[src/include/ccr_pkg.sv]
// Constants shared by the per-channel codec control register bank.
// Assumes a 32-bit APB slave port with byte addresses on paddr.
package ccr_pkg;

  // ==========================================================
  // Register indices (printed offsets); byte address is 4x index
  // ==========================================================
  localparam logic [7:0] CCR_IDX_PIN_DATA = 8'h52; // Latched line pin data
  localparam logic [7:0] CCR_IDX_DIR_STAT = 8'h54; // line_io_direction_status
  localparam logic [7:0] CCR_IDX_OPFUNC   = 8'h60; // operating_functions
  localparam logic [7:0] CCR_IDX_IMASK    = 8'h6C; // input_change_interrupt_mask
  localparam logic [7:0] CCR_IDX_OPCOND   = 8'h70; // operating_conditions
  localparam logic [7:0] CCR_IDX_REVISION = 8'h73; // silicon_revision_code
  localparam logic [7:0] CCR_IDX_TX_GAIN  = 8'h80; // transmit_gain_coefficient
  localparam logic [7:0] CCR_IDX_RX_GAIN  = 8'h82; // receive_gain_coefficient
  localparam logic [7:0] CCR_IDX_RT_KEEP  = 8'h4D; // Real-time data, keep pending
  localparam logic [7:0] CCR_IDX_RT_CLEAR = 8'h4F; // Real-time data, clear pending

  // ==========================================================
  // Bus geometry
  // ==========================================================
  localparam int CCR_ADDR_W = 12;  // Covers 4 x 0x82 plus the low byte lanes
  localparam int CCR_NPINS  = 5;   // Line I/O pins
  localparam int CCR_NRT    = 8;   // Real-time input bits (A and B, four channels)

  // ==========================================================
  // Field positions
  // ==========================================================
  localparam int CCR_BIT_CH_ACTIVE = 6;  // channel_active_flag
  localparam int CCR_BIT_SYNC_LOST = 5;  // clock_sync_lost
  localparam int CCR_BIT_LINEAR    = 7;  // linear_code_select
  localparam int CCR_BIT_MULAW     = 6;  // companding_law_select
  localparam int CCR_BIT_SRC_RXG   = 5;  // rx_gain_coef_source
  localparam int CCR_BIT_SRC_TXG   = 4;  // tx_gain_coef_source
  localparam int CCR_BIT_SRC_X     = 3;  // tx_shaping_coef_source
  localparam int CCR_BIT_SRC_R     = 2;  // rx_shaping_coef_source
  localparam int CCR_BIT_SRC_Z     = 1;  // impedance_coef_source
  localparam int CCR_BIT_SRC_B     = 0;  // balance_coef_source
  localparam int CCR_BIT_TX_CUT    = 7;  // tx_path_cutoff
  localparam int CCR_BIT_RX_CUT    = 6;  // rx_path_cutoff
  localparam int CCR_BIT_HPF_BYP   = 5;  // tx_highpass_bypass
  localparam int CCR_BIT_RX_LOSS   = 4;  // rx_extra_loss
  localparam int CCR_BIT_TX_ARM    = 3;  // tx_irq_arm
  localparam int CCR_BIT_SLOT_LB   = 2;  // slot_loopback
  localparam int CCR_BIT_FDL       = 1;  // full_digital_loopback
  localparam int CCR_BIT_TONE      = 0;  // rx_1khz_sig_gen

  // ==========================================================
  // Reset values
  // ==========================================================
  localparam logic [4:0]  CCR_RST_DIR      = 5'h00;
  localparam logic [4:0]  CCR_RST_PIN_DATA = 5'h00;
  localparam logic [7:0]  CCR_RST_OPFUNC   = 8'h00;
  localparam logic [7:0]  CCR_RST_IMASK    = 8'hFF;
  localparam logic [7:0]  CCR_RST_OPCOND   = 8'h00;
  localparam logic [7:0]  CCR_RST_RT       = 8'h0F;
  localparam logic [15:0] CCR_RST_TX_GAIN  = 16'hA9F0;
  localparam logic [15:0] CCR_RST_RX_GAIN  = 16'h23A1;

  // Fixed default coefficient store, never written by software
  localparam logic [15:0] CCR_ROM_TX_GAIN  = 16'hA9F0;
  localparam logic [15:0] CCR_ROM_RX_GAIN  = 16'h23A1;

endpackage

[src/core/ccr_regs.sv]
// Per-channel codec control register bank with an APB slave port.
// Assumes pclk at 10 MHz, a zero-wait APB master, and asynchronous
// pin inputs for the line pins, real-time bits and status inputs.
`timescale 1ns/1ps
module ccr_regs
  import ccr_pkg::*;
#(
  parameter logic [7:0] REVISION_CODE = 8'h5A  // Arbitrary neutral value
) (
  // Clock and reset
  input  wire logic                  pclk,
  input  wire logic                  presetn,
  // APB slave
  input  wire logic                  psel,
  input  wire logic                  penable,
  input  wire logic                  pwrite,
  input  wire logic [CCR_ADDR_W-1:0] paddr,
  input  wire logic [31:0]           pwdata,
  output logic      [31:0]           prdata,
  output logic                       pready,
  output logic                       pslverr,
  // Line I/O pins, split into input, output and enable
  input  wire logic [CCR_NPINS-1:0]  line_io_in,
  output logic      [CCR_NPINS-1:0]  line_io_out,
  output logic      [CCR_NPINS-1:0]  line_io_oe,
  // Real-time input bits and interrupt
  input  wire logic [CCR_NRT-1:0]    rt_in,
  output logic                       irq_n,
  // Status inputs from the channel and clock logic
  input  wire logic                  channel_active_in,
  input  wire logic                  clock_sync_lost_in,
  // Coding and coefficient source controls
  output logic                       linear_code_select,
  output logic                       companding_law_select,
  output logic [5:0]                 coef_source,
  // Path controls
  output logic                       tx_path_cutoff,
  output logic                       rx_path_cutoff,
  output logic                       balance_filter_enable,
  output logic                       tx_highpass_bypass,
  output logic                       rx_extra_loss,
  output logic                       tx_irq_arm,
  output logic                       slot_loopback,
  output logic                       full_digital_loopback,
  output logic                       rx_1khz_sig_gen,
  // Applied gain coefficients and decoded terms
  output logic [15:0]                tx_gain_applied,
  output logic [15:0]                rx_gain_applied,
  output logic [3:0]                 tx_gain_sign_neg,
  output logic [11:0]                tx_gain_exponent,
  output logic [3:0]                 rx_gain_sign_neg,
  output logic [11:0]                rx_gain_exponent
);

  // ==========================================================
  // Declarations
  // ==========================================================
  logic [CCR_NPINS-1:0] dir_q;        // Pin direction bits
  logic [CCR_NPINS-1:0] pin_data_q;   // Latched pin data
  logic [7:0]           opfunc_q;     // Operating functions
  logic [7:0]           imask_q;      // Input change mask
  logic [7:0]           opcond_q;     // Operating conditions
  logic [15:0]          tx_gain_q;    // Programmed transmit gain
  logic [15:0]          rx_gain_q;    // Programmed receive gain
  logic [7:0]           rt_stable;    // Debounced real-time bits
  logic [7:0]           rt_prev_q;    // Previous real-time sample
  logic                 irq_pend_q;   // Interrupt pending flag
  logic [CCR_NPINS-1:0] pin_stable;   // Filtered line pin levels
  logic [1:0]           stat_stable;  // Filtered status inputs
  logic [31:0]          prdata_q;     // Registered read data
  logic                 pslverr_q;    // Registered error answer
  logic                 setup_ph;     // APB setup cycle
  logic                 access_ph;    // APB access cycle
  logic                 wr_en;        // Write takes effect
  logic                 rd_clear;     // Clearing real-time read
  logic                 rt_event;     // Unmasked real-time change
  logic [7:0]           wr_idx;       // Decoded register index
  logic                 wr_hit;       // Address is a mapped register

  // ==========================================================
  // Address decode helpers
  // ==========================================================
  // Turns a byte address into a register index, ignoring the low two bits
  function automatic logic [7:0] addr_index(input logic [CCR_ADDR_W-1:0] a);
    addr_index = a[9:2];
  endfunction

  // True when the byte address is a mapped register
  function automatic logic addr_mapped(input logic [CCR_ADDR_W-1:0] a);
    logic [7:0] idx;
    idx = a[9:2];
    if (a[1:0] != 2'b00 || a[CCR_ADDR_W-1:10] != '0) begin
      addr_mapped = 1'b0;
    end else begin
      addr_mapped = (idx == CCR_IDX_PIN_DATA) || (idx == CCR_IDX_DIR_STAT) ||
                    (idx == CCR_IDX_OPFUNC)   || (idx == CCR_IDX_IMASK)    ||
                    (idx == CCR_IDX_OPCOND)   || (idx == CCR_IDX_REVISION) ||
                    (idx == CCR_IDX_TX_GAIN)  || (idx == CCR_IDX_RX_GAIN)  ||
                    (idx == CCR_IDX_RT_KEEP)  || (idx == CCR_IDX_RT_CLEAR);
    end
  endfunction

  // ==========================================================
  // APB phase decode
  // ==========================================================
  // Zero-wait slave: answer data is ready by the access cycle
  assign setup_ph  = psel & ~penable;
  assign access_ph = psel & penable;
  assign wr_idx    = addr_index(paddr);
  assign wr_hit    = addr_mapped(paddr);
  assign wr_en     = access_ph & pwrite & wr_hit;
  assign rd_clear  = access_ph & ~pwrite & wr_hit & (wr_idx == CCR_IDX_RT_CLEAR);
  assign pready    = access_ph;
  assign prdata    = prdata_q;
  assign pslverr   = pslverr_q & access_ph;

  // ==========================================================
  // Input synchronisers
  // ==========================================================
  // Real-time bits; the agreement filter is their debounce
  ccr_pin_sync #(
    .WIDTH   (CCR_NRT),
    .RST_VAL (CCR_RST_RT)
  ) u_rt_sync (
    .pclk     (pclk),
    .presetn  (presetn),
    .pin_in   (rt_in),
    .stable_q (rt_stable)
  );

  // Line pin levels, read back for pins set as inputs
  ccr_pin_sync #(
    .WIDTH   (CCR_NPINS),
    .RST_VAL (5'h00)
  ) u_pin_sync (
    .pclk     (pclk),
    .presetn  (presetn),
    .pin_in   (line_io_in),
    .stable_q (pin_stable)
  );

  // Channel active and clock sync status
  ccr_pin_sync #(
    .WIDTH   (2),
    .RST_VAL (2'b00)
  ) u_stat_sync (
    .pclk     (pclk),
    .presetn  (presetn),
    .pin_in   ({channel_active_in, clock_sync_lost_in}),
    .stable_q (stat_stable)
  );

  // ==========================================================
  // Pin direction and pin data
  // ==========================================================
  // Status bits of the direction word are not stored, writes ignored
  always_ff @(posedge pclk or negedge presetn) begin
    if (!presetn) begin
      dir_q <= CCR_RST_DIR;
    end else if (wr_en && wr_idx == CCR_IDX_DIR_STAT) begin
      dir_q <= pwdata[CCR_NPINS-1:0];
    end
  end

  // Data is latched for every pin, even those set as inputs
  always_ff @(posedge pclk or negedge presetn) begin
    if (!presetn) begin
      pin_data_q <= CCR_RST_PIN_DATA;
    end else if (wr_en && wr_idx == CCR_IDX_PIN_DATA) begin
      pin_data_q <= pwdata[CCR_NPINS-1:0];
    end
  end

  // Only pins set as outputs are driven
  assign line_io_out = pin_data_q;
  assign line_io_oe  = dir_q;

  // ==========================================================
  // Operating functions, mask and conditions
  // ==========================================================
  // Coding law and coefficient source selection
  always_ff @(posedge pclk or negedge presetn) begin
    if (!presetn) begin
      opfunc_q <= CCR_RST_OPFUNC;
    end else if (wr_en && wr_idx == CCR_IDX_OPFUNC) begin
      opfunc_q <= pwdata[7:0];
    end
  end

  // Mask resets to all masked so no stray interrupt after power-up
  always_ff @(posedge pclk or negedge presetn) begin
    if (!presetn) begin
      imask_q <= CCR_RST_IMASK;
    end else if (wr_en && wr_idx == CCR_IDX_IMASK) begin
      imask_q <= pwdata[7:0];
    end
  end

  // Path cutoffs, loopbacks and test tone
  always_ff @(posedge pclk or negedge presetn) begin
    if (!presetn) begin
      opcond_q <= CCR_RST_OPCOND;
    end else if (wr_en && wr_idx == CCR_IDX_OPCOND) begin
      opcond_q <= pwdata[7:0];
    end
  end

  // Control outputs straight from the stored bits
  assign linear_code_select    = opfunc_q[CCR_BIT_LINEAR];
  assign companding_law_select = opfunc_q[CCR_BIT_MULAW];
  assign coef_source           = opfunc_q[5:0];
  assign tx_path_cutoff        = opcond_q[CCR_BIT_TX_CUT];
  assign rx_path_cutoff        = opcond_q[CCR_BIT_RX_CUT];
  assign tx_highpass_bypass    = opcond_q[CCR_BIT_HPF_BYP];
  assign rx_extra_loss         = opcond_q[CCR_BIT_RX_LOSS];
  assign tx_irq_arm            = opcond_q[CCR_BIT_TX_ARM];
  assign slot_loopback         = opcond_q[CCR_BIT_SLOT_LB];
  assign full_digital_loopback = opcond_q[CCR_BIT_FDL];
  assign rx_1khz_sig_gen       = opcond_q[CCR_BIT_TONE];

  // Balance filter off whenever the receive path is cut
  assign balance_filter_enable = ~opcond_q[CCR_BIT_RX_CUT];

  // ==========================================================
  // Gain coefficients
  // ==========================================================
  // Programmed store; the fixed defaults live only in the package
  always_ff @(posedge pclk or negedge presetn) begin
    if (!presetn) begin
      tx_gain_q <= CCR_RST_TX_GAIN;
      rx_gain_q <= CCR_RST_RX_GAIN;
    end else if (wr_en && wr_idx == CCR_IDX_TX_GAIN) begin
      tx_gain_q <= pwdata[15:0];
    end else if (wr_en && wr_idx == CCR_IDX_RX_GAIN) begin
      rx_gain_q <= pwdata[15:0];
    end
  end

  // Source bit picks programmed or fixed default set
  assign tx_gain_applied = opfunc_q[CCR_BIT_SRC_TXG] ? tx_gain_q : CCR_ROM_TX_GAIN;
  assign rx_gain_applied = opfunc_q[CCR_BIT_SRC_RXG] ? rx_gain_q : CCR_ROM_RX_GAIN;

  // Transmit term decode; the unity term is added downstream
  ccr_coef_decode u_tx_dec (
    .coef     (tx_gain_applied),
    .sign_neg (tx_gain_sign_neg),
    .exponent (tx_gain_exponent)
  );

  // Receive term decode, no unity term
  ccr_coef_decode u_rx_dec (
    .coef     (rx_gain_applied),
    .sign_neg (rx_gain_sign_neg),
    .exponent (rx_gain_exponent)
  );

  // ==========================================================
  // Real-time change interrupt
  // ==========================================================
  // Previous sample for change detection
  always_ff @(posedge pclk or negedge presetn) begin
    if (!presetn) begin
      rt_prev_q <= CCR_RST_RT;
    end else begin
      rt_prev_q <= rt_stable;
    end
  end

  // Masked bits cannot raise the flag
  assign rt_event = |((rt_stable ^ rt_prev_q) & ~imask_q);

  // A change in the clearing read's own cycle wins over the clear
  always_ff @(posedge pclk or negedge presetn) begin
    if (!presetn) begin
      irq_pend_q <= 1'b0;
    end else if (rt_event) begin
      irq_pend_q <= 1'b1;
    end else if (rd_clear) begin
      irq_pend_q <= 1'b0;
    end
  end

  // Active-low interrupt, high while nothing is pending
  assign irq_n = ~irq_pend_q;

  // ==========================================================
  // Read data and error answer
  // ==========================================================
  // Captured in the setup cycle so prdata comes from a flip-flop
  always_ff @(posedge pclk or negedge presetn) begin
    if (!presetn) begin
      prdata_q  <= 32'h0000_0000;
      pslverr_q <= 1'b0;
    end else if (setup_ph) begin
      pslverr_q <= ~wr_hit;
      prdata_q  <= 32'h0000_0000;
      if (!pwrite && wr_hit) begin
        unique case (wr_idx)
          CCR_IDX_DIR_STAT: begin
            // Sync lost is shown whatever the channel enable
            prdata_q[CCR_NPINS-1:0]     <= dir_q;
            prdata_q[CCR_BIT_CH_ACTIVE] <= stat_stable[1];
            prdata_q[CCR_BIT_SYNC_LOST] <= stat_stable[0];
          end
          CCR_IDX_PIN_DATA: begin
            // Inputs read the pin, outputs read the latch
            prdata_q[CCR_NPINS-1:0] <= (pin_data_q & dir_q) | (pin_stable & ~dir_q);
          end
          CCR_IDX_OPFUNC:   prdata_q[7:0]  <= opfunc_q;
          CCR_IDX_IMASK:    prdata_q[7:0]  <= imask_q;
          CCR_IDX_OPCOND:   prdata_q[7:0]  <= opcond_q;
          CCR_IDX_REVISION: prdata_q[7:0]  <= REVISION_CODE;
          CCR_IDX_TX_GAIN:  prdata_q[15:0] <= tx_gain_q;
          CCR_IDX_RX_GAIN:  prdata_q[15:0] <= rx_gain_q;
          CCR_IDX_RT_KEEP:  prdata_q[7:0]  <= rt_stable;
          CCR_IDX_RT_CLEAR: prdata_q[7:0]  <= rt_stable;
          default:          prdata_q       <= 32'h0000_0000;
        endcase
      end
    end
  end

endmodule

[src/core/ccr_pin_sync.sv]
// Three-stage synchroniser with agreement filter for pin inputs.
// Assumes inputs are asynchronous to pclk; output changes only when
// the second and third stages agree.
`timescale 1ns/1ps
module ccr_pin_sync #(
  parameter int               WIDTH   = 1,
  parameter logic [WIDTH-1:0] RST_VAL = '0
) (
  // Clock and reset
  input  wire logic             pclk,
  input  wire logic             presetn,
  // Pin side and filtered result
  input  wire logic [WIDTH-1:0] pin_in,
  output logic      [WIDTH-1:0] stable_q
);

  logic [WIDTH-1:0] meta_q;   // First stage, read only by the second
  logic [WIDTH-1:0] sync2_q;  // Second stage
  logic [WIDTH-1:0] sync3_q;  // Third stage

  // ==========================================================
  // Synchroniser chain
  // ==========================================================
  // Stages reset to the documented idle level to avoid a false change
  always_ff @(posedge pclk or negedge presetn) begin
    if (!presetn) begin
      meta_q  <= RST_VAL;
      sync2_q <= RST_VAL;
      sync3_q <= RST_VAL;
    end else begin
      meta_q  <= pin_in;
      sync2_q <= meta_q;
      sync3_q <= sync2_q;
    end
  end

  // Agreement filter: bit by bit, a change counts once two stages match
  always_ff @(posedge pclk or negedge presetn) begin
    if (!presetn) begin
      stable_q <= RST_VAL;
    end else begin
      stable_q <= (sync2_q & sync3_q) | (stable_q & (sync2_q | sync3_q));
    end
  end

endmodule

[src/core/ccr_coef_decode.sv]
// Splits one 16-bit gain coefficient into signs and exponents.
// Assumes byte 1 sits in bits 15:8 and byte 2 in bits 7:0.
`timescale 1ns/1ps
module ccr_coef_decode (
  // Coefficient word
  input  wire logic [15:0] coef,
  // Term k (1..4) at index k-1: negative sign flag and 3-bit exponent
  output logic      [3:0]  sign_neg,
  output logic      [11:0] exponent
);

  // ==========================================================
  // Field split, two sign/exponent pairs per byte
  // ==========================================================
  // Sign bit 0 means +1 and 1 means -1, so the bit is the negative flag
  always_comb begin
    sign_neg[0]     = coef[3];
    exponent[2:0]   = coef[2:0];
    sign_neg[1]     = coef[7];
    exponent[5:3]   = coef[6:4];
    sign_neg[2]     = coef[11];
    exponent[8:6]   = coef[10:8];
    sign_neg[3]     = coef[15];
    exponent[11:9]  = coef[14:12];
  end

endmodule

[config.mk]
export PLATFORM = sky130hd
export DESIGN_NAME = ccr_regs
export DESIGN_NICKNAME = d
export VERILOG_FILES = /design/src/include/ccr_pkg.sv /design/src/core/ccr_regs.sv /design/src/core/ccr_pin_sync.sv /design/src/core/ccr_coef_decode.sv
export SDC_FILE = /design/constraint.sdc
export NUM_CORES = 1
export LEC_CHECK = 0
export BUFFER_PORTS_ARGS = -buffer_cell sky130_fd_sc_hd__buf_2
export CORE_ASPECT_RATIO = 1.4
export CORE_UTILIZATION = 40
export CTS_CLUSTER_DIAMETER = 30
export DETAILED_ROUTE_END_ITERATION = 16
export SYNTH_ARGS = -nofsm -noshare
export SYNTH_HDL_FRONTEND = slang
export SYNTH_HIERARCHICAL = 1
export SYNTH_SLANG_ARGS = --single-unit
[constraint.sdc]
create_clock -name pclk -period 1.7 [get_ports pclk]
set_input_delay 0.34 -clock pclk [delete_from_list [all_inputs] [get_ports pclk]]
set_output_delay 0.34 -clock pclk [all_outputs]
set_load 0.02 [all_outputs]
==> impl_metrics.env, run 1 <==
export IMPL_status="finished, violations left"
export IMPL_violations="setup timing"
export IMPL_rsz0062_at_grt="yes"
export IMPL_endpoint_kind="output pin"
export IMPL_synth_seq_cells=152
export IMPL_cp_slowest_cell="dfrtp_4"
export IMPL_yosysMostFrequentCell="dfrtp_1"
export IMPL_synthXorXnorAreaFrac_pct=1.06
export IMPL_hold_class="in -> reg"
export IMPL_synth_common_cells="110 x dfrtp_1, 66 x mux2_2, 50 x buf_4"
export IMPL_cpLargestDelayFamily="flip-flops"
export IMPL_avgSynthCellArea_um2=13.0
export IMPL_synth_top_family_by_area="multiplexers"
export IMPL_synth_cells=511
export IMPL_fin_crit_ns=1.70
export IMPL_nFillCells=1380
export IMPL_drtIter0Drc=264
export IMPL_hpwl_um=13400
export IMPL_num_antenna_cells=0
export IMPL_ys_seq_area_share_pct=58.2
export IMPL_maxCapViolations=0
export IMPL_ys_warnings_count=6
export IMPL_cts_sinks=152
export IMPL_cts_root_buf="clkbuf_16"
export IMPL_synth_area_leader_cell="dfrtp_1"
export IMPL_place_congestion=0.864
export IMPL_p_leak_nw=4.19
export IMPL_fin_crit_sh_pct=100
export IMPL_slew_viol_final=0
export IMPL_synth_distinct_cells=58
export IMPL_synth_fa_ha_area_share_pct=2.55
export IMPL_vias=4699
export IMPL_arrival_ns=1.36
export IMPL_start_kind="flop"
export IMPL_rows=55
export IMPL_synth_edf_count=0
export IMPL_via_per_inst=5.04
export IMPL_grt_ovfl_total=0
export IMPL_die_height_um=154
export IMPL_io_pins=190
export IMPL_hold_violations=0
export IMPL_clk_pin_slew_worst_paths_ns=0.06
export IMPL_grt_total_usage_pct=22.2
export IMPL_syn_to_final_growth_pct=33.0
export IMPL_synth_compound_area_share_pct=7.23
export IMPL_fin_skew_ns=0.00688
export IMPL_hold_ws_ns=0.0222
export IMPL_final_nets=785
export IMPL_detail_route_antenna_nets=0
export IMPL_clock_fmax_ghz=0.587
export IMPL_grt_pass1_wl_um=28200
export IMPL_portBuffers=157
export IMPL_synth_ff_type="dfrtp_1"
export IMPL_remaining_drc_errors=0
export IMPL_setup_tns_ns=-0.00460
export IMPL_die_area_mm2=0.0171
export IMPL_synthMuxAreaShare_pct=12.3
export IMPL_finish_utilization_pct=54.5
export IMPL_setup_viol=2
export IMPL_wl_per_cell_um=19.3
export IMPL_design_core_area_mm2=0.0162
export IMPL_htree_levels=4
export IMPL_powerDensity_mw_per_mm2=935
export IMPL_grt_max_degree=54
export IMPL_crit_buf_inv=1
export IMPL_antenna_found_initial=0
export IMPL_crit_fanout=18
export IMPL_cts_max_path_buffers=2
export IMPL_worstPathRequired_ns=1.36
export IMPL_synthSimpleGateAreaFrac_pct=11.2
export IMPL_cts_tree="yes"
export IMPL_worst_slack_ns=-0.00243
export IMPL_crit_type="reg -> out"
export IMPL_synth_area_top_cells="dfrtp_1 42%, dfstp_2 17%, mux2_2 11%"
export IMPL_start_util_pct=41.0
export IMPL_drtPass1Iterations=4
export IMPL_max_stage_delay_ns=0.58
export IMPL_power_total_w=0.00824
export IMPL_wirelength_um=18000
export IMPL_syn_area_mm2=0.00663
export IMPL_synth_top_area_share_pct=41.5
export IMPL_die_w_um=111
export IMPL_cp_cell_sequence="and2_1, buf_2"
export IMPL_drive_gt1_share_pct=55.3
export IMPL_grt_pass1_vias=4870
export IMPL_async_reset_ff_share_pct=100
export IMPL_max_vdd_ir_drop_mv=0.572
export IMPL_clock_latency_ns=0.42
export IMPL_cts_buffers=17
==> layout by cell type, fill, tap and decap left out, drive strengths merged, types with 4 or more instances in the layout <==
master       instances
conb                16
nor2b                6
xnor2                8
a31oi                4
mux2i                7
nand3                7
nor3                 5
maj3                15
dlygate4sd3         14
dfstp               42
nand2               27
a32oi                5
clkbuf              19
nor4                 4
nor4b                5
o22ai                4
mux2                66
nand2b              17
nor2                 7
and2                21
inv                 12
o21ai               17
a22oi               12
dfrtp              110
buf                230
==> cell type report <==
type                       instances  area [um2]  share of cell area (%)
timing repair buffer             244        1600                    18.2
sequential                       152        3860                    43.8
clock buffer                      19         443                    5.03
tap                              199         249                    2.83
inverter                           8        30.0                   0.341
clock inverter                    13         169                    1.92
multi-input combinational        298        2460                    27.9
==> per-stage QoR <==
step / setup WS, ns / cell area, um2 / instances
final: -0.00243 / 8810 / 933
after global placement: -0.403 / 7990 / 883
after detailed placement: -0.374 / 7990 / 883
after floorplan: -0.136 / 6830 / 526
after global routing: -0.0475 / 8810 / 933
after CTS: -0.0412 / 8780 / 933
==> state kept, by name (all words and copies together) (netlist names), 8 cells and up <==
signal and flops:
prdata 16, rx_gain_q 16, tx_gain_q 16, imask_q 8, opcond_q 8, opfunc_q 8
rt_prev_q 8, u_rt_sync/meta_q 8, u_rt_sync/stable_q 8, u_rt_sync/sync2_q 8, u_rt_sync/sync3_q 8
==> path summary, 6_finish.rpt <==
| path | start | endpoint | slack (ns) | cells past startpoint |
|---|---|---|---|---|
| max | opfunc_q[4] | tx_gain_applied[0] | -0.002 | 2 |
| min | rt_in[7] | u_rt_sync/meta_q[7] | 0.02 | 1 |
| max reg2reg | opfunc_q[2] | prdata[2] | 0.19 | 5 |
| min reg2reg | u_rt_sync/meta_q[5] | u_rt_sync/sync2_q[5] | 0.34 | 0 |
| max in group asynchronous | presetn | u_rt_sync/stable_q[0] | 0.81 | 3 |
| min in group asynchronous | presetn | tx_gain_q[14] | 0.31 | 2 |
==> routing by layer <==
layer	up-vias	GRT usage [%]	share of wire, %
met5	-	0	0
met4	0	10.4	3.0
met3	31	4.19	3.9
met2	171	38.4	52
met1	2317	26.6	41
li1	2180	-	-
==> cell families after synthesis <==
kind of cell,count (synthesis)
AOI/OAI and AO/OA,67
xor gates and xnor gates,8
adders and majority gates,15
buffers and inverters,76
DFF,152
muxes,73
other,1
and+or+nand+nor,119
==> worst register-to-register path: stages, from the launching register on <==
cell and delay, ns:
dfrtp_1 0.40, nor3b_1 0.14, a31oi_1 0.24, nor3_1 0.08, a2111oi_0 0.38, o21ai_0 0.13
==> power by group <==
group | internal [W] | leakage [nW] | switching [W]
clock network | 0.00237 | 0.292 | 0.00153
logic | 0.000229 | 2.05 | 0.000285
registers | 0.00376 | 1.84 | 0.0000748
total | 0.00636 | 4.19 | 0.00189
==> what timing repair did <==
action,CTS,global route
resized for setup,5,10
pin swaps,0,2
endpoints found under the setup margin,66,41
endpoints found under the hold margin,26,0
hold buffers,14,0
setup buffers,4,0
No activity file was read; power rests on OpenSTA's default activity.
==> run 2: changes to the inputs <==
--- a/config.mk
+++ b/config.mk
@@ -10,7 +10,7 @@
 export CORE_UTILIZATION = 40
 export CTS_CLUSTER_DIAMETER = 30
 export DETAILED_ROUTE_END_ITERATION = 16
+export PLACE_DENSITY_LB_ADDON = 0.1
 export SYNTH_ARGS = -nofsm -noshare
 export SYNTH_HDL_FRONTEND = slang
-export SYNTH_HIERARCHICAL = 1
 export SYNTH_SLANG_ARGS = --single-unit
==> run 2 against run 1 <==
Against the previous run: the flow now finishes without violations; area after synthesis fell by 0.19%; final cell count fell by 1.9%; die area fell by 0.19%; hold slack got worse by 0.0030 ns; clock-buffer cell count rose by 3; first-iteration DRC count rose by 3.0%; setup slack improved by 0.012 ns; synthesized cell count fell by 1.8%; clock power fell by 1%; critical path type unchanged; critical endpoint is now tx_gain_applied[12]; largest power group unchanged.
==> impl_metrics.env, run 2 <==
export IMPL_clock_latency_ns=0.42
export IMPL_design_core_area_mm2=0.0162
export IMPL_portBuffers=157
export IMPL_synth_edf_count=0
export IMPL_cts_buffers=17
export IMPL_synth_seq_cells=152
export IMPL_cp_slowest_cell="dfrtp_2"
export IMPL_drive_gt1_share_pct=54.1
export IMPL_hpwl_um=12800
export IMPL_rows=55
export IMPL_cts_max_path_buffers=2
export IMPL_crit_fanout=5
export IMPL_cts_sinks=152
export IMPL_status="finished, final reports clean"
export IMPL_grt_pass1_wl_um=27100
export IMPL_synth_area_leader_cell="dfrtp_1"
export IMPL_cp_cell_sequence="buf_4, and2_1, buf_2"
export IMPL_clk_pin_slew_worst_paths_ns=0.06
export IMPL_grt_pass1_vias=4608
export IMPL_arrival_ns=1.35
export IMPL_fin_crit_sh_pct=99.4
export IMPL_die_area_mm2=0.0171
export IMPL_hold_ws_ns=0.0191
export IMPL_async_reset_ff_share_pct=100
export IMPL_cts_tree="yes"
export IMPL_place_congestion=0.894
export IMPL_die_height_um=154
export IMPL_worstPathRequired_ns=1.36
export IMPL_fin_crit_ns=1.69
export IMPL_avgSynthCellArea_um2=13.2
export IMPL_synth_top_family_by_area="multiplexers"
export IMPL_htree_levels=4
export IMPL_cts_root_buf="clkbuf_16"
export IMPL_synth_cells=502
export IMPL_drtPass1Iterations=4
export IMPL_powerDensity_mw_per_mm2=938
export IMPL_wl_met1_um=7440
export IMPL_layout_commonest_cell="buf_2"
export IMPL_antenna_found_initial=1
export IMPL_start_util_pct=40.9
export IMPL_yosysMostFrequentCell="dfrtp_1"
export IMPL_drtIter0Drc=272
export IMPL_grt_max_degree=50
export IMPL_rsz0062_at_grt="yes"
export IMPL_fin_skew_ns=0.00912
export IMPL_synth_ff_type="dfrtp_1"
export IMPL_final_nets=766
export IMPL_crit_type="reg -> out"
export IMPL_grt_total_usage_pct=21.2
export IMPL_wl_met3_um=726
export IMPL_maxCapViolations=0
export IMPL_hold_violations=0
export IMPL_syn_area_mm2=0.00662
export IMPL_p_leak_nw=4.10
export IMPL_final_cell_mix="139 x buf_2, 109 x dfrtp_1, 71 x buf_4, 49 x mux2_2, 42 x dfstp_2"
export IMPL_synth_top_area_share_pct=41.6
export IMPL_synthMuxAreaShare_pct=12.5
export IMPL_grt_ovfl_total=0
export IMPL_synthSimpleGateAreaFrac_pct=10.9
export IMPL_synth_common_cells="110 x dfrtp_1, 69 x mux2_2, 49 x buf_4"
export IMPL_routed_top_layer="met4"
export IMPL_start_kind="flop"
export IMPL_synth_area_top_cells="dfrtp_1 42%, dfstp_2 17%, mux2_2 12%"
export IMPL_vias=4560
export IMPL_wl_per_cell_um=19.3
export IMPL_synth_compound_area_share_pct=7.36
export IMPL_max_vdd_ir_drop_mv=0.652
export IMPL_ys_seq_area_share_pct=58.3
export IMPL_detail_route_antenna_nets=0
export IMPL_clock_fmax_ghz=0.592
export IMPL_rrSetupSlack_ns=0.16
export IMPL_power_total_w=0.00815
export IMPL_endpoint_kind="output pin"
export IMPL_io_pins=190
export IMPL_via_per_inst=4.98
export IMPL_synthXorXnorAreaFrac_pct=1.06
export IMPL_slew_viol_final=0
export IMPL_setup_viol=0
export IMPL_hold_class="in -> reg"
export IMPL_die_w_um=111
export IMPL_wirelength_um=17600
export IMPL_syn_to_final_growth_pct=31.3
export IMPL_synth_fa_ha_area_share_pct=2.27
export IMPL_max_stage_delay_ns=0.45
export IMPL_synth_distinct_cells=57
export IMPL_remaining_drc_errors=0
export IMPL_dr_wl_met2_um=9180
export IMPL_ys_warnings_count=0
==> run 2: through the flow <==
step	util, %	area (um2)	std cells	setup TNS, ns	worst slack [ns]
finish	53.7	8690	915	0	0.00978
global route	53.7	8690	915	-0.499	-0.0410
CTS	53.1	8590	911	-0.0199	-0.00945
detailed placement	48.8	7890	871	-19.02	-0.293
global placement	48.8	7890	871	-18.56	-0.284
floorplan	-	6840	517	-3.40	-0.126
==> run 2: final cells by class <==
class	instances	area, um2
Clock inverter	10	143
Tap cell	199	249
Inverter	3	11.3
Fill cell	1417	7480
Sequential cell	152	3860
Timing Repair Buffer	233	1540
Multi-Input combinational cell	295	2430
Clock buffer	22	454
Antenna cell	1	2.50
==> run 2: layer usage <==
metal,vias up,track usage (%)
met5,-,0
met4,0,6.54
met3,17,4.78
met2,146,36.1
met1,2270,27.0
li1,2127,-
==> run 2: timing repair <==
action | in CTS | in global routing
setup endpoints to repair | 49 | 26
hold buffers | 6 | 1
gates resized for setup | 10 | 25
pin swaps | 0 | 0
gates cloned | 0 | 1
buffers inserted | 2 | 1
endpoints found under the hold margin | 24 | 1
==> run 2: path summary, 6_finish.rpt <==
check | end | cells past startpoint | from
max in group asynchronous | u_rt_sync.meta_q[2] | 3 | presetn
min reg2reg | u_pin_sync.sync2_q[4] | 0 | u_pin_sync.meta_q[4]
max reg2reg | prdata[5] | 6 | opfunc_q[5]
min | u_pin_sync.meta_q[0] | 1 | line_io_in[0]
min in group asynchronous | u_stat_sync.sync2_q[1] | 2 | presetn
max | tx_gain_applied[12] | 3 | opfunc_q[4]
==> run 2: power by group <==
| group | internal [W] | switching (W) |
|---|---|---|
| registers | 0.00376 | 0.0000717 |
| clock network | 0.00236 | 0.00149 |
| logic | 0.000199 | 0.000276 |
==> run 2: critical path: cells and delay by family (launching register included) <==
family | cells | cell delay (ns)
buffers and inverters | 2 | 0.32
AND/OR/NAND/NOR | 1 | 0.16
flip-flops | 1 | 0.45
==> run 2: kinds of logic after synthesis <==
family / count (synthesis)
and+or+nand+nor: 111
DFF: 152
xor gates and xnor gates: 8
AOI/OAI and AO/OA: 71
adders and majority gates: 15
muxes: 74
buffers and inverters: 70
other: 1
==> run 3: changes to the inputs <==
--- a/config.mk
+++ b/config.mk
@@ -7,9 +7,11 @@
 export LEC_CHECK = 0
 export BUFFER_PORTS_ARGS = -buffer_cell sky130_fd_sc_hd__buf_2
 export CORE_ASPECT_RATIO = 1.4
+export CORE_MARGIN = 2
 export CORE_UTILIZATION = 40
 export CTS_CLUSTER_DIAMETER = 30
 export DETAILED_ROUTE_END_ITERATION = 16
+export GPL_ROUTABILITY_DRIVEN = 0
 export PLACE_DENSITY_LB_ADDON = 0.1
 export SYNTH_ARGS = -nofsm -noshare
 export SYNTH_HDL_FRONTEND = slang
==> constraint.sdc (replaced) <==
create_clock -name pclk -period 1.4 [get_ports pclk]
set_input_delay 0.28 -clock pclk [delete_from_list [all_inputs] [get_ports pclk]]
set_output_delay 0.28 -clock pclk [all_outputs]
set_load 0.02 [all_outputs]
==> run 3 against run 2 <==
Against the previous run: the run now ends with setup timing left; routed wire length is 6.4% higher; sequential share of layout area shrank 3.8 points; critical path depth unchanged.
==> impl_metrics.env, run 3 (same netlist as run 2, synthesis figures left out) <==
export IMPL_status="finished, violations left"
export IMPL_violations="setup timing"
export IMPL_via_per_inst=5.14
export IMPL_clock_latency_ns=0.43
export IMPL_crit_type="reg -> out"
export IMPL_slew_viol_final=0
export IMPL_wirelength_um=18800
export IMPL_placedCellCount=886
export IMPL_die_area_mm2=0.0176
export IMPL_arrival_ns=1.35
export IMPL_detail_route_antenna_nets=0
export IMPL_power_total_w=0.00970
export IMPL_seqCellArea_mm2=0.00386
export IMPL_drtIter0Drc=323
export IMPL_multi_input_area_mm2=0.00266
export IMPL_fin_crit_ns=1.63
export IMPL_cts_buffers=17
export IMPL_rrSetupSlack_ns=-0.10
export IMPL_remaining_drc_errors=0
export IMPL_final_nets=805
export IMPL_syn_to_final_growth_pct=43.4
export IMPL_setup_viol=76
export IMPL_drive_gt1_share_pct=59.5
export IMPL_grt_pass1_vias=5159
export IMPL_grt_total_usage_pct=21.9
export IMPL_cts_tree="yes"
export IMPL_layout_commonest_cell="dfrtp_1"
export IMPL_finish_utilization_pct=58.7
export IMPL_hold_class="in -> reg"
export IMPL_htree_levels=4
export IMPL_maxCapViolations=0
export IMPL_worstPathRequired_ns=1.12
export IMPL_r2r_end="prdata[4]"
export IMPL_grt_pass1_wl_um=29100
export IMPL_hold_path_end="rx_gain_q[14]"
export IMPL_start_util_pct=40.9
export IMPL_r2r_start="line_io_oe[4]"
export IMPL_rows=55
export IMPL_max_vdd_ir_drop_mv=0.884
export IMPL_die_height_um=156
export IMPL_crit_fanout=18
export IMPL_p_leak_nw=4.44
export IMPL_drtPass1Iterations=6
export IMPL_holdPathStages=2
export IMPL_cts_max_path_buffers=2
export IMPL_finalNonFillerCells=953
export IMPL_cts_sinks=152
export IMPL_vias=4894
export IMPL_grt_max_degree=36
export IMPL_powerDensity_mw_per_mm2=1020
export IMPL_io_pins=190
export IMPL_wl_per_cell_um=19.7
export IMPL_final_cell_mix="110 x dfrtp_1, 103 x buf_4, 96 x buf_2, 47 x buf_6, 42 x dfstp_2"
export IMPL_fin_crit_sh_pct=117
export IMPL_endpoint_kind="output pin"
export IMPL_clk_pin_slew_worst_paths_ns=0.07
export IMPL_portBuffers=157
export IMPL_nFillCells=1375
export IMPL_clock_fmax_ghz=0.612
export IMPL_num_antenna_cells=0
export IMPL_rsz0062_at_grt="yes"
export IMPL_setup_tns_ns=-11.75
export IMPL_hpwl_um=13300
export IMPL_die_w_um=113
export IMPL_r2r_cells=5
export IMPL_cts_root_buf="clkbuf_16"
export IMPL_start_kind="flop"
export IMPL_dp_slack_ns=-0.526
export IMPL_design_core_area_mm2=0.0162
export IMPL_worstHoldStart="pwdata[14]"
export IMPL_grt_ovfl_total=0
export IMPL_worst_slack_ns=-0.233
export IMPL_fin_skew_ns=0.00828
export IMPL_antenna_found_initial=0
export IMPL_hold_violations=0
## run 3: cell types whose count changed in the layout (fill, tap and decap cells not counted), moves of 9 or more
| cell | delta |
|---|---|
| mux2_2 | -17 |
| buf_4 | +32 |
| mux2_4 | +17 |
| dlygate4sd3_1 | +9 |
| o21ai_0 | -18 |
| buf_2 | -43 |
| buf_6 | +38 |
| o21ai_1 | +17 |
## run 3: layer usage
layer	track usage (%)	vias to the layer above	part of all wire, %
li1	-	2209	-
met1	28.2	2483	41
met2	36.9	177	52
met3	3.92	25	5.0
met4	8.13	0	2.1
met5	0	-	0
## run 3: what timing repair did
item / 4_1_cts / 5_1_grt
endpoints found under the hold margin: 23 / 0
setup endpoints to repair: 95 / 146
resized for setup: 107 / 60
setup buffers: 10 / 9
pin swaps: 14 / 22
cloned: 0 / 1
hold buffers: 16 / 0
## run 3: how the worst max path moves through the flow
stage | startpoint | to | slack, ns | cells past startpoint
after floorplan | paddr[1] | opfunc_q[0] | -0.37 | 4
after global placement | paddr[1] | irq_pend_q | -0.55 | 7
after detailed placement | paddr[1] | irq_pend_q | -0.53 | 7
after CTS | opfunc_q[4] | tx_gain_applied[2] | -0.27 | 3
after global routing | opfunc_q[4] | tx_gain_applied[9] | -0.28 | 3
final | opfunc_q[4] | tx_gain_applied[12] | -0.23 | 3
## run 3: report_power, final
part           internal (W)  switching [W]
registers           0.00456      0.0000777
logic              0.000307       0.000384
clock network       0.00235        0.00202
total               0.00722        0.00248
## run 3: final cells by class
type                    count  share of cell area, %
clock inverters            15                   1.41
well taps                 199                   2.62
inverters                   3                  0.145
multi-input cells         295                   28.0
flip-flops and latches    152                   40.6
clock buffers              17                   4.48
repair buffers            272                   22.6
## run 3: critical path: stages, from the launching register on
cell,delay [ns]
dfrtp_1,0.41
buf_12,0.17
and2_1,0.17
buf_2,0.16
## run 3: per-stage QoR
step                      cell area (um2)  hold slack [ns]
final                                9490           0.0935
after global routing                 9490           0.0832
after CTS                            9190           0.0789
after detailed placement             8040            0.211
after global placement               8040            0.201
after floorplan                      6870          -0.0156
